File: src/hdl/sid_defs.svh
// Purpose: Offsets, field positions, reset values and timing counts
// Assumes: 100 MHz reference clock
// Notes: Included by sid_scroll, sid_top and the dv files of the status indicator
`ifndef SID_DEFS_SVH
`define SID_DEFS_SVH
// Register byte offsets
`define SID_ADR_CTRL 8'h00
`define SID_ADR_SHOW 8'h04
`define SID_ADR_ISTAT 8'h08
`define SID_ADR_IMASK 8'h0C
// Control register fields
`define SID_CTRL_INV 0
`define SID_CTRL_LOFF 1
`define SID_CTRL_RST 2'h0
`define SID_IMASK_RST 4'h0
// Interrupt status bit positions
`define SID_EV_ERR 0
`define SID_EV_RESTART 1
`define SID_EV_LOFF 2
`define SID_EV_ILOCK 3
// Character codes: 0..F are hex digits, then blank
`define SID_CH_BLANK 5'h10
// Highest area shown static
`define SID_AREA_STATIC 8'h20
// Timing in ms and the clock rate in kHz
`define SID_CLK_KHZ 100000
`define SID_STEP_MS 250
`define SID_HOLD_MS 1000
`endif

File: src/hdl/sid_pkg.sv
// Purpose: Types shared by the status indicator modules
// Assumes: Nothing beyond the defines header
// Notes: State of each module is one packed struct
package sid_pkg;
    // Restart sequencer states
    typedef enum logic [1:0] {
        SID_RS_IDLE,
        SID_RS_HOLD,
        SID_RS_DONE
    } sid_rs_e;
    // Character code for one display digit
    typedef logic [4:0] sid_char_t;
endpackage

File: src/hdl/sid_seg_enc.sv
// Purpose: Character to seven-segment pattern, optionally rotated
// Assumes: Segment bits are g f e d c b a, high lights a segment
// Notes: Pure logic, no state
`timescale 1ns/1ps
module sid_seg_enc (
    // Character and orientation
    input wire logic [4:0] char_i,
    input wire logic flip_i,
    // Segment pattern
    output logic [6:0] seg_o
);
    // Hex glyphs, indexed by character
    localparam logic [6:0] GLYPH [16] = '{7'h3F, 7'h06, 7'h5B, 7'h4F,
        7'h66, 7'h6D, 7'h7D, 7'h07, 7'h7F, 7'h6F, 7'h77, 7'h7C, 7'h39,
        7'h5E, 7'h79, 7'h71};
    logic [6:0] upright;

    // Lookup; anything above hex F is blank
    always_comb begin
        upright = char_i[4] ? 7'h00 : GLYPH[char_i[3:0]];
    end

    // Rotating 180 degrees swaps a/d, b/e and c/f
    assign seg_o = flip_i ? {upright[6], upright[2:0], upright[5:3]} :
        upright;
endmodule

File: src/hdl/sid_scroll.sv
// Purpose: Scrolls a three-character number across two digits
// Assumes: Step period long against the clock
// Notes: Text enters at the right and leaves at the left
`timescale 1ns/1ps
`include "sid_defs.svh"
module sid_scroll #(
    parameter int unsigned STEP_CYC = `SID_STEP_MS * `SID_CLK_KHZ
) (
    // Clock and reset
    input wire logic ref_clk_i,
    input wire logic sys_rst_i,
    // Text to scroll
    input wire logic run_i,
    input wire logic [14:0] text_i,
    // Characters for the left and right digit
    output logic [4:0] left_o,
    output logic [4:0] right_o
);
    typedef struct packed {
        logic [2:0] pos;
        logic [31:0] cnt;
    } sid_scr_s;

    sid_scr_s state_reg;
    sid_scr_s state_next;
    logic [4:0] ring [0:4];

    // Two blanks trail the text so it clears before wrapping
    always_comb begin
        ring[0] = text_i[14:10];
        ring[1] = text_i[9:5];
        ring[2] = text_i[4:0];
        ring[3] = `SID_CH_BLANK;
        ring[4] = `SID_CH_BLANK;
    end

    // Step counter and ring position
    always_comb begin
        state_next = state_reg;
        if (!run_i) begin
            state_next.pos = 3'h4;
            state_next.cnt = 32'h0000_0000;
        end else if (state_reg.cnt >= STEP_CYC - 1) begin
            state_next.cnt = 32'h0000_0000;
            state_next.pos = (state_reg.pos == 3'h4) ? 3'h0 :
                3'(state_reg.pos + 3'h1);
        end else begin
            state_next.cnt = state_reg.cnt + 32'h0000_0001;
        end
    end

    always_ff @(posedge ref_clk_i or posedge sys_rst_i) begin
        if (sys_rst_i) begin
            state_reg <= '{pos: 3'h4, cnt: 32'h0000_0000};
        end else begin
            state_reg <= state_next;
        end
    end

    // Window of two over the ring
    assign left_o = ring[state_reg.pos];
    assign right_o = ring[(state_reg.pos == 3'h4) ? 3'h0 :
        3'(state_reg.pos + 3'h1)];
endmodule

File: src/hdl/sid_top.sv
// Purpose: Front-panel lamps and two-digit status display
// Assumes: Status inputs come from logic on ref_clk_i
// Notes: Outputs are registered; register port answers next cycle
//
// Chosen here: the plain strobed port and the register addresses.
`timescale 1ns/1ps
`include "sid_defs.svh"
module sid_top #(
    parameter int unsigned STEP_CYC = `SID_STEP_MS * `SID_CLK_KHZ,
    parameter int unsigned HOLD_CYC = `SID_HOLD_MS * `SID_CLK_KHZ
) (
    // Clock and reset
    input wire logic ref_clk_i,
    input wire logic sys_rst_i,
    // Register port
    input wire logic [7:0] reg_addr_i,
    input wire logic [31:0] reg_wdata_i,
    input wire logic reg_wr_i,
    input wire logic reg_rd_i,
    output logic [31:0] reg_rdata_o,
    output logic irq_o,
    // Safety and warning output states
    input wire logic pair1_on_i,
    input wire logic pair2_on_i,
    input wire logic pair2_used_i,
    input wire logic warn1_off_i,
    input wire logic warn1_used_i,
    input wire logic warn2_off_i,
    input wire logic warn2_used_i,
    input wire logic ilock1_i,
    input wire logic ilock2_i,
    input wire logic mute1_i,
    input wire logic mute2_i,
    // Operating conditions
    input wire logic init_i,
    input wire logic setting_i,
    input wire logic encoder_mode_i,
    input wire logic [7:0] area_i,
    input wire logic err_i,
    input wire logic [7:0] err_code_i,
    input wire logic card_found_i,
    input wire logic card_apply_i,
    input wire logic card_ok_i,
    input wire logic card_restart_i,
    input wire logic addr_reset_done_i,
    // Lamps
    output logic lamp_p1_grn_o,
    output logic lamp_p1_red_o,
    output logic lamp_p2_grn_o,
    output logic lamp_p2_red_o,
    output logic lamp_warn1_o,
    output logic lamp_warn2_o,
    output logic lamp_ilock1_o,
    output logic lamp_ilock2_o,
    // Display, left and right digit
    output logic [6:0] seg_left_o,
    output logic [6:0] seg_right_o,
    output logic [1:0] dot_o,
    // Laser and safety control
    output logic laser_en_o,
    output logic force_off_o,
    output logic restart_o
);
    typedef struct packed {
        logic [7:0] lamps;
        logic [6:0] seg_l;
        logic [6:0] seg_r;
        logic [1:0] dots;
        logic laser_en;
        logic force_off;
        logic restart;
        logic fb_kind;
        sid_pkg::sid_rs_e rs;
        logic [31:0] rs_cnt;
        logic [1:0] ctrl;
        logic [3:0] istat;
        logic [3:0] imask;
        logic [3:0] ev_prev;
        logic [9:0] shown;
        logic [31:0] rdata;
        logic irq;
    } sid_top_s;

    sid_top_s state_reg;
    sid_top_s state_next;
    sid_pkg::sid_char_t ch_l; // Left character before orientation
    sid_pkg::sid_char_t ch_r; // Right character before orientation
    sid_pkg::sid_char_t scr_l;
    sid_pkg::sid_char_t scr_r;
    sid_pkg::sid_char_t dig_ch [0:1]; // Characters after any swap
    logic [6:0] dig_seg [0:1];
    logic [3:0] hund;
    logic [6:0] rem7;
    logic [3:0] tens;
    logic [3:0] ones;
    logic big_area; // Area above the static range in encoder mode
    logic loff_act; // Laser-off area in effect
    logic inv;
    logic [3:0] ev_now;

    // Area number into decimal digits
    always_comb begin
        hund = (area_i >= 8'h64) ? 4'h1 : 4'h0;
        rem7 = (area_i >= 8'h64) ? 7'(area_i - 8'h64) : area_i[6:0];
        tens = 4'(rem7 / 7'h0A);
        ones = 4'(rem7 % 7'h0A);
    end

    assign inv = state_reg.ctrl[`SID_CTRL_INV];
    assign big_area = (area_i > `SID_AREA_STATIC) && encoder_mode_i;
    // Area 1 is reserved once laser-off mode is on
    assign loff_act = state_reg.ctrl[`SID_CTRL_LOFF] &&
        (area_i == 8'h01);

    sid_scroll #(
        .STEP_CYC(STEP_CYC)
    ) u_scroll (
        .ref_clk_i(ref_clk_i),
        .sys_rst_i(sys_rst_i),
        .run_i(big_area),
        .text_i({((hund == 4'h0) ? `SID_CH_BLANK : {1'b0, hund}),
            {1'b0, tens}, {1'b0, ones}}),
        .left_o(scr_l),
        .right_o(scr_r)
    );

    // Code selection in fixed priority order
    always_comb begin
        ch_l = {1'b0, err_code_i[7:4]};
        ch_r = {1'b0, err_code_i[3:0]};
        if (err_i) begin
            ch_l = {1'b0, err_code_i[7:4]};
        end else if (state_reg.rs != sid_pkg::SID_RS_IDLE) begin
            ch_l = 5'h0F;
            ch_r = state_reg.fb_kind ? 5'h0B : 5'h05;
        end else if (card_ok_i) begin
            ch_l = 5'h0F;
            ch_r = 5'h04;
        end else if (card_apply_i) begin
            ch_l = 5'h0F;
            ch_r = 5'h03;
        end else if (card_found_i) begin
            ch_l = 5'h0F;
            ch_r = 5'h02;
        end else if (init_i) begin
            ch_l = 5'h00;
            ch_r = 5'h00;
        end else if (setting_i) begin
            ch_l = 5'h03;
            ch_r = 5'h03;
        end else if (loff_act) begin
            ch_l = 5'h04;
            ch_r = 5'h00;
        end else if (mute1_i || mute2_i) begin
            ch_l = 5'h03;
            ch_r = (mute1_i && mute2_i) ? 5'h09 :
                (mute1_i ? 5'h07 : 5'h08);
        end else if (ilock1_i || ilock2_i) begin
            ch_l = 5'h03;
            ch_r = (ilock1_i && ilock2_i) ? 5'h06 :
                (ilock1_i ? 5'h04 : 5'h05);
        end else if (big_area) begin
            ch_l = scr_l;
            ch_r = scr_r;
        end else begin
            ch_l = {1'b0, tens};
            ch_r = {1'b0, ones};
        end
    end

    // Upside down: right character goes to the left digit
    always_comb begin
        dig_ch[0] = inv ? ch_r : ch_l;
        dig_ch[1] = inv ? ch_l : ch_r;
    end

    genvar gi;
    generate
        for (gi = 0; gi < 2; gi++) begin : g_dig
            sid_seg_enc u_enc (
                .char_i(dig_ch[gi]),
                .flip_i(inv),
                .seg_o(dig_seg[gi])
            );
        end
    endgenerate

    // Events that raise sticky status bits
    always_comb begin
        ev_now = 4'h0;
        ev_now[`SID_EV_ERR] = err_i;
        ev_now[`SID_EV_RESTART] = state_reg.restart;
        ev_now[`SID_EV_LOFF] = loff_act;
        ev_now[`SID_EV_ILOCK] = ilock1_i || ilock2_i;
    end

    // Next state of lamps, display, sequencer and registers
    always_comb begin
        state_next = state_reg;
        // Forced-off pair one shows red even before the core reacts
        state_next.lamps[0] = pair1_on_i && !loff_act;
        state_next.lamps[1] = !(pair1_on_i && !loff_act);
        state_next.lamps[2] = !pair2_used_i ||
            (pair2_on_i && !loff_act);
        state_next.lamps[3] = !state_next.lamps[2];
        state_next.lamps[4] = warn1_used_i && warn1_off_i;
        state_next.lamps[5] = warn2_used_i && warn2_off_i;
        state_next.lamps[6] = ilock1_i;
        state_next.lamps[7] = ilock2_i;
        state_next.seg_l = dig_seg[0];
        state_next.seg_r = dig_seg[1];
        state_next.dots = {inv, inv};
        state_next.laser_en = !loff_act;
        state_next.force_off = loff_act;
        state_next.shown = {ch_l, ch_r};
        // Restart code is held for a while, then restart is asked
        case (state_reg.rs)
            sid_pkg::SID_RS_IDLE: begin
                if (addr_reset_done_i || card_restart_i) begin
                    state_next.rs = sid_pkg::SID_RS_HOLD;
                    state_next.fb_kind = addr_reset_done_i;
                    state_next.rs_cnt = 32'h0000_0000;
                end
            end
            sid_pkg::SID_RS_HOLD: begin
                if (state_reg.rs_cnt >= HOLD_CYC - 1) begin
                    state_next.rs = sid_pkg::SID_RS_DONE;
                    state_next.restart = 1'b1;
                end else begin
                    state_next.rs_cnt = state_reg.rs_cnt + 32'h0000_0001;
                end
            end
            sid_pkg::SID_RS_DONE: begin
                state_next.restart = 1'b1;
            end
            default: begin
                state_next.rs = sid_pkg::SID_RS_IDLE;
            end
        endcase
        // Register writes; write-one clears, a new event wins
        state_next.ev_prev = ev_now;
        if (reg_wr_i && reg_addr_i == `SID_ADR_CTRL) begin
            state_next.ctrl = reg_wdata_i[1:0];
        end
        if (reg_wr_i && reg_addr_i == `SID_ADR_IMASK) begin
            state_next.imask = reg_wdata_i[3:0];
        end
        if (reg_wr_i && reg_addr_i == `SID_ADR_ISTAT) begin
            state_next.istat = state_reg.istat & ~reg_wdata_i[3:0];
        end
        state_next.istat = state_next.istat |
            (ev_now & ~state_reg.ev_prev);
        // Reads answer in the next cycle; unmapped reads give zero
        state_next.rdata = 32'h0000_0000;
        if (reg_rd_i) begin
            case (reg_addr_i)
                `SID_ADR_CTRL: state_next.rdata = {30'h0, state_reg.ctrl};
                `SID_ADR_SHOW: state_next.rdata = {22'h0, state_reg.shown};
                `SID_ADR_ISTAT: state_next.rdata = {28'h0, state_reg.istat};
                `SID_ADR_IMASK: state_next.rdata = {28'h0, state_reg.imask};
                default: state_next.rdata = 32'h0000_0000;
            endcase
        end
        state_next.irq = |(state_next.istat & state_next.imask);
    end

    // Single state register
    always_ff @(posedge ref_clk_i or posedge sys_rst_i) begin
        if (sys_rst_i) begin
            state_reg <= '0;
            state_reg.lamps <= 8'h0A; // Both pairs red
            state_reg.ctrl <= `SID_CTRL_RST;
            state_reg.imask <= `SID_IMASK_RST;
        end else begin
            state_reg <= state_next;
        end
    end

    assign lamp_p1_grn_o = state_reg.lamps[0];
    assign lamp_p1_red_o = state_reg.lamps[1];
    assign lamp_p2_grn_o = state_reg.lamps[2];
    assign lamp_p2_red_o = state_reg.lamps[3];
    assign lamp_warn1_o = state_reg.lamps[4];
    assign lamp_warn2_o = state_reg.lamps[5];
    assign lamp_ilock1_o = state_reg.lamps[6];
    assign lamp_ilock2_o = state_reg.lamps[7];
    assign seg_left_o = state_reg.seg_l;
    assign seg_right_o = state_reg.seg_r;
    assign dot_o = state_reg.dots;
    assign laser_en_o = state_reg.laser_en;
    assign force_off_o = state_reg.force_off;
    assign restart_o = state_reg.restart;
    assign reg_rdata_o = state_reg.rdata;
    assign irq_o = state_reg.irq;

    // Checks beside the logic
    a_pair1_lamp: assert property (@(posedge ref_clk_i)
        disable iff (sys_rst_i)
        pair1_on_i && !loff_act |=> lamp_p1_grn_o && !lamp_p1_red_o)
        else $error("pair one lamp not green");
    a_pair2_unused: assert property (@(posedge ref_clk_i)
        disable iff (sys_rst_i)
        !pair2_used_i |=> lamp_p2_grn_o && !lamp_p2_red_o)
        else $error("unused pair two not green");
    a_warn_dark: assert property (@(posedge ref_clk_i)
        disable iff (sys_rst_i)
        !warn1_used_i |=> !lamp_warn1_o)
        else $error("unused warning lamp lit");
    a_ilock_lamp: assert property (@(posedge ref_clk_i)
        disable iff (sys_rst_i)
        ##1 lamp_ilock2_o == $past(ilock2_i))
        else $error("interlock lamp wrong");
    a_init_code: assert property (@(posedge ref_clk_i)
        disable iff (sys_rst_i)
        init_i && !err_i && state_reg.rs == sid_pkg::SID_RS_IDLE &&
        !card_found_i && !card_apply_i && !card_ok_i
        |=> state_reg.shown == 10'h000)
        else $error("init code not 00");
    a_loff_stop: assert property (@(posedge ref_clk_i)
        disable iff (sys_rst_i)
        loff_act |=> !laser_en_o && force_off_o && !lamp_p1_grn_o)
        else $error("laser-off area not honoured");
    a_inv_dots: assert property (@(posedge ref_clk_i)
        disable iff (sys_rst_i)
        $rose(inv) |=> dot_o == 2'h3)
        else $error("dots not lit when inverted");
    a_fb_restart: assert property (@(posedge ref_clk_i)
        disable iff (sys_rst_i)
        state_reg.rs == sid_pkg::SID_RS_IDLE && addr_reset_done_i
        |=> state_reg.fb_kind && !restart_o)
        else $error("address reset sequence wrong");
    a_err_first: assert property (@(posedge ref_clk_i)
        disable iff (sys_rst_i)
        err_i |=> state_reg.shown == {1'b0, $past(err_code_i[7:4]),
            1'b0, $past(err_code_i[3:0])})
        else $error("error code not shown first");
endmodule

File: config.mk
export PLATFORM = sky130hd
export DESIGN_NAME = sid_top
export DESIGN_NICKNAME = d
export VERILOG_FILES = /design/src/hdl/sid_pkg.sv /design/src/hdl/sid_seg_enc.sv /design/src/hdl/sid_scroll.sv /design/src/hdl/sid_top.sv
export VERILOG_INCLUDE_DIRS = /design/src /design/src/hdl
export SDC_FILE = /design/constraint.sdc
export NUM_CORES = 1
export LEC_CHECK = 0
export BUFFER_PORTS_ARGS = -buffer_cell sky130_fd_sc_hd__buf_4
export CAP_MARGIN = 20
export CORE_UTILIZATION = 42
export CTS_BUF_LIST = sky130_fd_sc_hd__clkbuf_8
export CTS_CLUSTER_SIZE = 10
export DETAILED_ROUTE_END_ITERATION = 8
export SLEW_MARGIN = 5
export SYNTH_ARGS = -nofsm -noshare
export SYNTH_HDL_FRONTEND = slang
export SYNTH_SLANG_ARGS = --single-unit
File: constraint.sdc
create_clock -name ref_clk_i -period 10.8 [get_ports ref_clk_i]
set_input_delay 2.7 -clock ref_clk_i [delete_from_list [all_inputs] [get_ports ref_clk_i]]
set_output_delay 2.7 -clock ref_clk_i [all_outputs]
set_load 0.005 [all_outputs]
==> reports/metrics.cfg <==
[logic_synthesis]
synth_top_family_by_area=simple AND/OR/NAND/NOR gates
async_reset_ff_share_pct=100.0
ys_seq_elements=130
ys_types=92
synth_ff_type=dfrtp_1
synth_fa_ha_area_share_pct=2.830
synth_compound_area_share_pct=17.12
synth_area_per_cell_um2=9.255
synth.yosys.seq_area_share_pct=40.92
synth.most_common_cell=dfrtp_1
synth_cells=860
synth_edf_count=0
yosys.area.top_type_share_pct=39.93
muxShareOfSynthArea_pct=4.103
yosys.area.top_type=dfrtp_1
synth_area_leaders=dfrtp_1 40%, nor2_1 5.3%, buf_4 4.9%, xor2_1 3.6%, nand2_1 3.4%
synth_area_mm2=0.007959
synth_commonest_cells=127 x dfrtp_1, 113 x nor2_1, 73 x nand2_1
yosysWarningCount=0
synth-xor-area-share_pct=5.266
synthSimpleGateAreaFrac_pct=21.46

[sta]
worstMarginPinSlew_ns=0.8997
clock_skew_ns=0.01343
period_share_pct=73.32
setup_viol=0
maxSlewHeadroom_pct=40.02
hold_viol_final=0
rsz0062_at_grt=no
whs_ns=0.4174
tns_ns=0
finalMaxSlewViolations=0
period_needed_ns=7.919
fmax_ghz=0.1263

[die]
die_y_um=139.7
coreArea_mm2=0.01827
dieArea_mm2=0.01950
rows=49
pin_count=140
initial_core_util_pct=43.56
die_width_um=139.7

[clocking]
clockBufferDepth=2
htreeDepth=4
cts-resized-gates=0
clock_latency_ns=0.44
cts_tree=built
clock-sinks=130
clk_pin_slew_ns=0.08
post_cts_buffers=0
cts_made_buffers=17
postCtsHoldBufs=0
ctsRootBufferMaster=clkbuf_8

[detailed_routing]
drc=0
ant_nets=0
drt_iter0_drc=509
post_drt_wl_per_cell_um=15.40
avgViaCountPerCell=5.441
wl_um=17930
vias=6333
drt_pass1_iterations=5

[setup_path]
endpoint_kind=register
cp-start-kind=primary input
worst_path_max_delay_cell=o21ai_0
slowest_delay_ns=0.65
cp_data_required_time_ns=11.09
startpoint=area_i[3]
path_max_fanout=9
reg2reg_from=state_reg[90]
criticalPathCategory=in -> reg
cp_cell_sequence=buf_4, inv_1, ha_1, nor3b_4, a21o_1, a21o_2, nor3_1, a211o_1, nor2_1, ha_1, o41ai_2, a21o_1, xnor2_1, a31oi_1, inv_1, o21ai_0, inv_1, ha_1, a2111oi_0, o21bai_2, o22ai_1
cp.arrival_ns=8.21

[outcome]
outcome=complete, no violations

[grt]
grt_pass1_vias=5937
grt_pass1_wl_um=30180
grtUsageTotal_pct=19.37
antenna_found_initial=0
gr-total-overflow=0
grt_max_degree=73

[placement]
dp_cells=1132
numPortBuffers=89
dp.final_hpwl_um=13130
gp_congestion=0.8817
dpl_cell_area_mm2=0.008566

[finish]
final_layout_size_suffix_gt1_share_pct=19.14
fillCellCount=1745
antenna_cells=0
syn2layout_area_growth_pct=13.32
finalNonFillerCells=1164
final_nets=1020
final_core_util_pct=49.36
largest_reg_flops=58
fin_area_mm2=0.009019

[power_and_ir_drop]
powerDensity_mw_per_mm2=140.3
p_leak_nw=3.992
ir_drop_uv=83.90

[worst_hold_path]
hp-start=restart_o
worstHoldPathType=reg -> reg

[run]
cap_violations=0

## worst paths after layout
path | endpoint | cells past startpoint | slack, ns
max | seg_left_o[1] | 21 | 2.88
min | state_reg[44] | 0 | 0.42
max reg2reg | seg_left_o[3] | 14 | 6.49
min reg2reg | state_reg[44] | 0 | 0.42
max in group asynchronous | state_reg[43] | 3 | 7.17
min in group asynchronous | u_scroll.state_reg[3] | 2 | 2.31
## where the power goes
part | internal, mW | switching (mW)
clock network | 0.271 | 0.193
logic | 0.107 | 0.151
registers | 0.521 | 0.0226
## placed cells by master (no fill, tap or decap), types with 10 or more instances in the layout
cell,n
nand4_1,16
conb_1,29
clkbuf_8,20
buf_4,91
nand2b_1,13
o21ai_0,36
nand3_1,23
mux2_2,13
o22ai_1,10
ha_1,18
nor2_1,112
nand2_1,73
and2_1,10
and3_1,15
or3_1,10
a21oi_1,26
xnor2_1,13
inv_1,38
a31oi_1,10
dfrtp_1,127
xor2_1,33
nor3_1,22
## metal layers
layer,global-route usage [%],routed length (µm),vias to the layer above
li1,-,-,3107
met1,25.69,8180,3031
met2,31.18,8520,176
met3,4.405,936,19
met4,6.536,288,0
met5,0,0,-
## critical path, delay by kind of cell
family | cells | cell delay, ns
simple gates | 3 | 0.69
buf+inv | 4 | 0.51
xor+xnor | 1 | 0.18
compound gates | 10 | 3.16
fa+ha+maj | 3 | 0.96
## cell type report
class | count | area (µm²) | share of cell area (%)
multi-input combinational | 640 | 4153 | 46.05
sequential | 130 | 3257 | 36.11
timing repair buffer | 92 | 710.7 | 7.880
tap | 229 | 286.5 | 3.177
clock buffer | 20 | 275.3 | 3.052
clock inverter | 12 | 177.7 | 1.970
inverter | 41 | 158.9 | 1.762
## through the flow
stage / power, mW / setup WS, ns
finish: 1.265 / 2.881
global route: 1.339 / 2.329
CTS: 1.281 / 2.944
detailed placement: 0.8091 / 2.467
global placement: 0.8067 / 2.507
floorplan: 0.7454 / 3.707
## cells by family after synthesis
group | after synthesis
compound gates | 178
xor+xnor | 47
fa+ha+maj | 18
buf+inv | 118
flops | 130
mux | 26
other cells | 1
simple gates | 342
No activity file was read; power rests on OpenSTA's default activity.
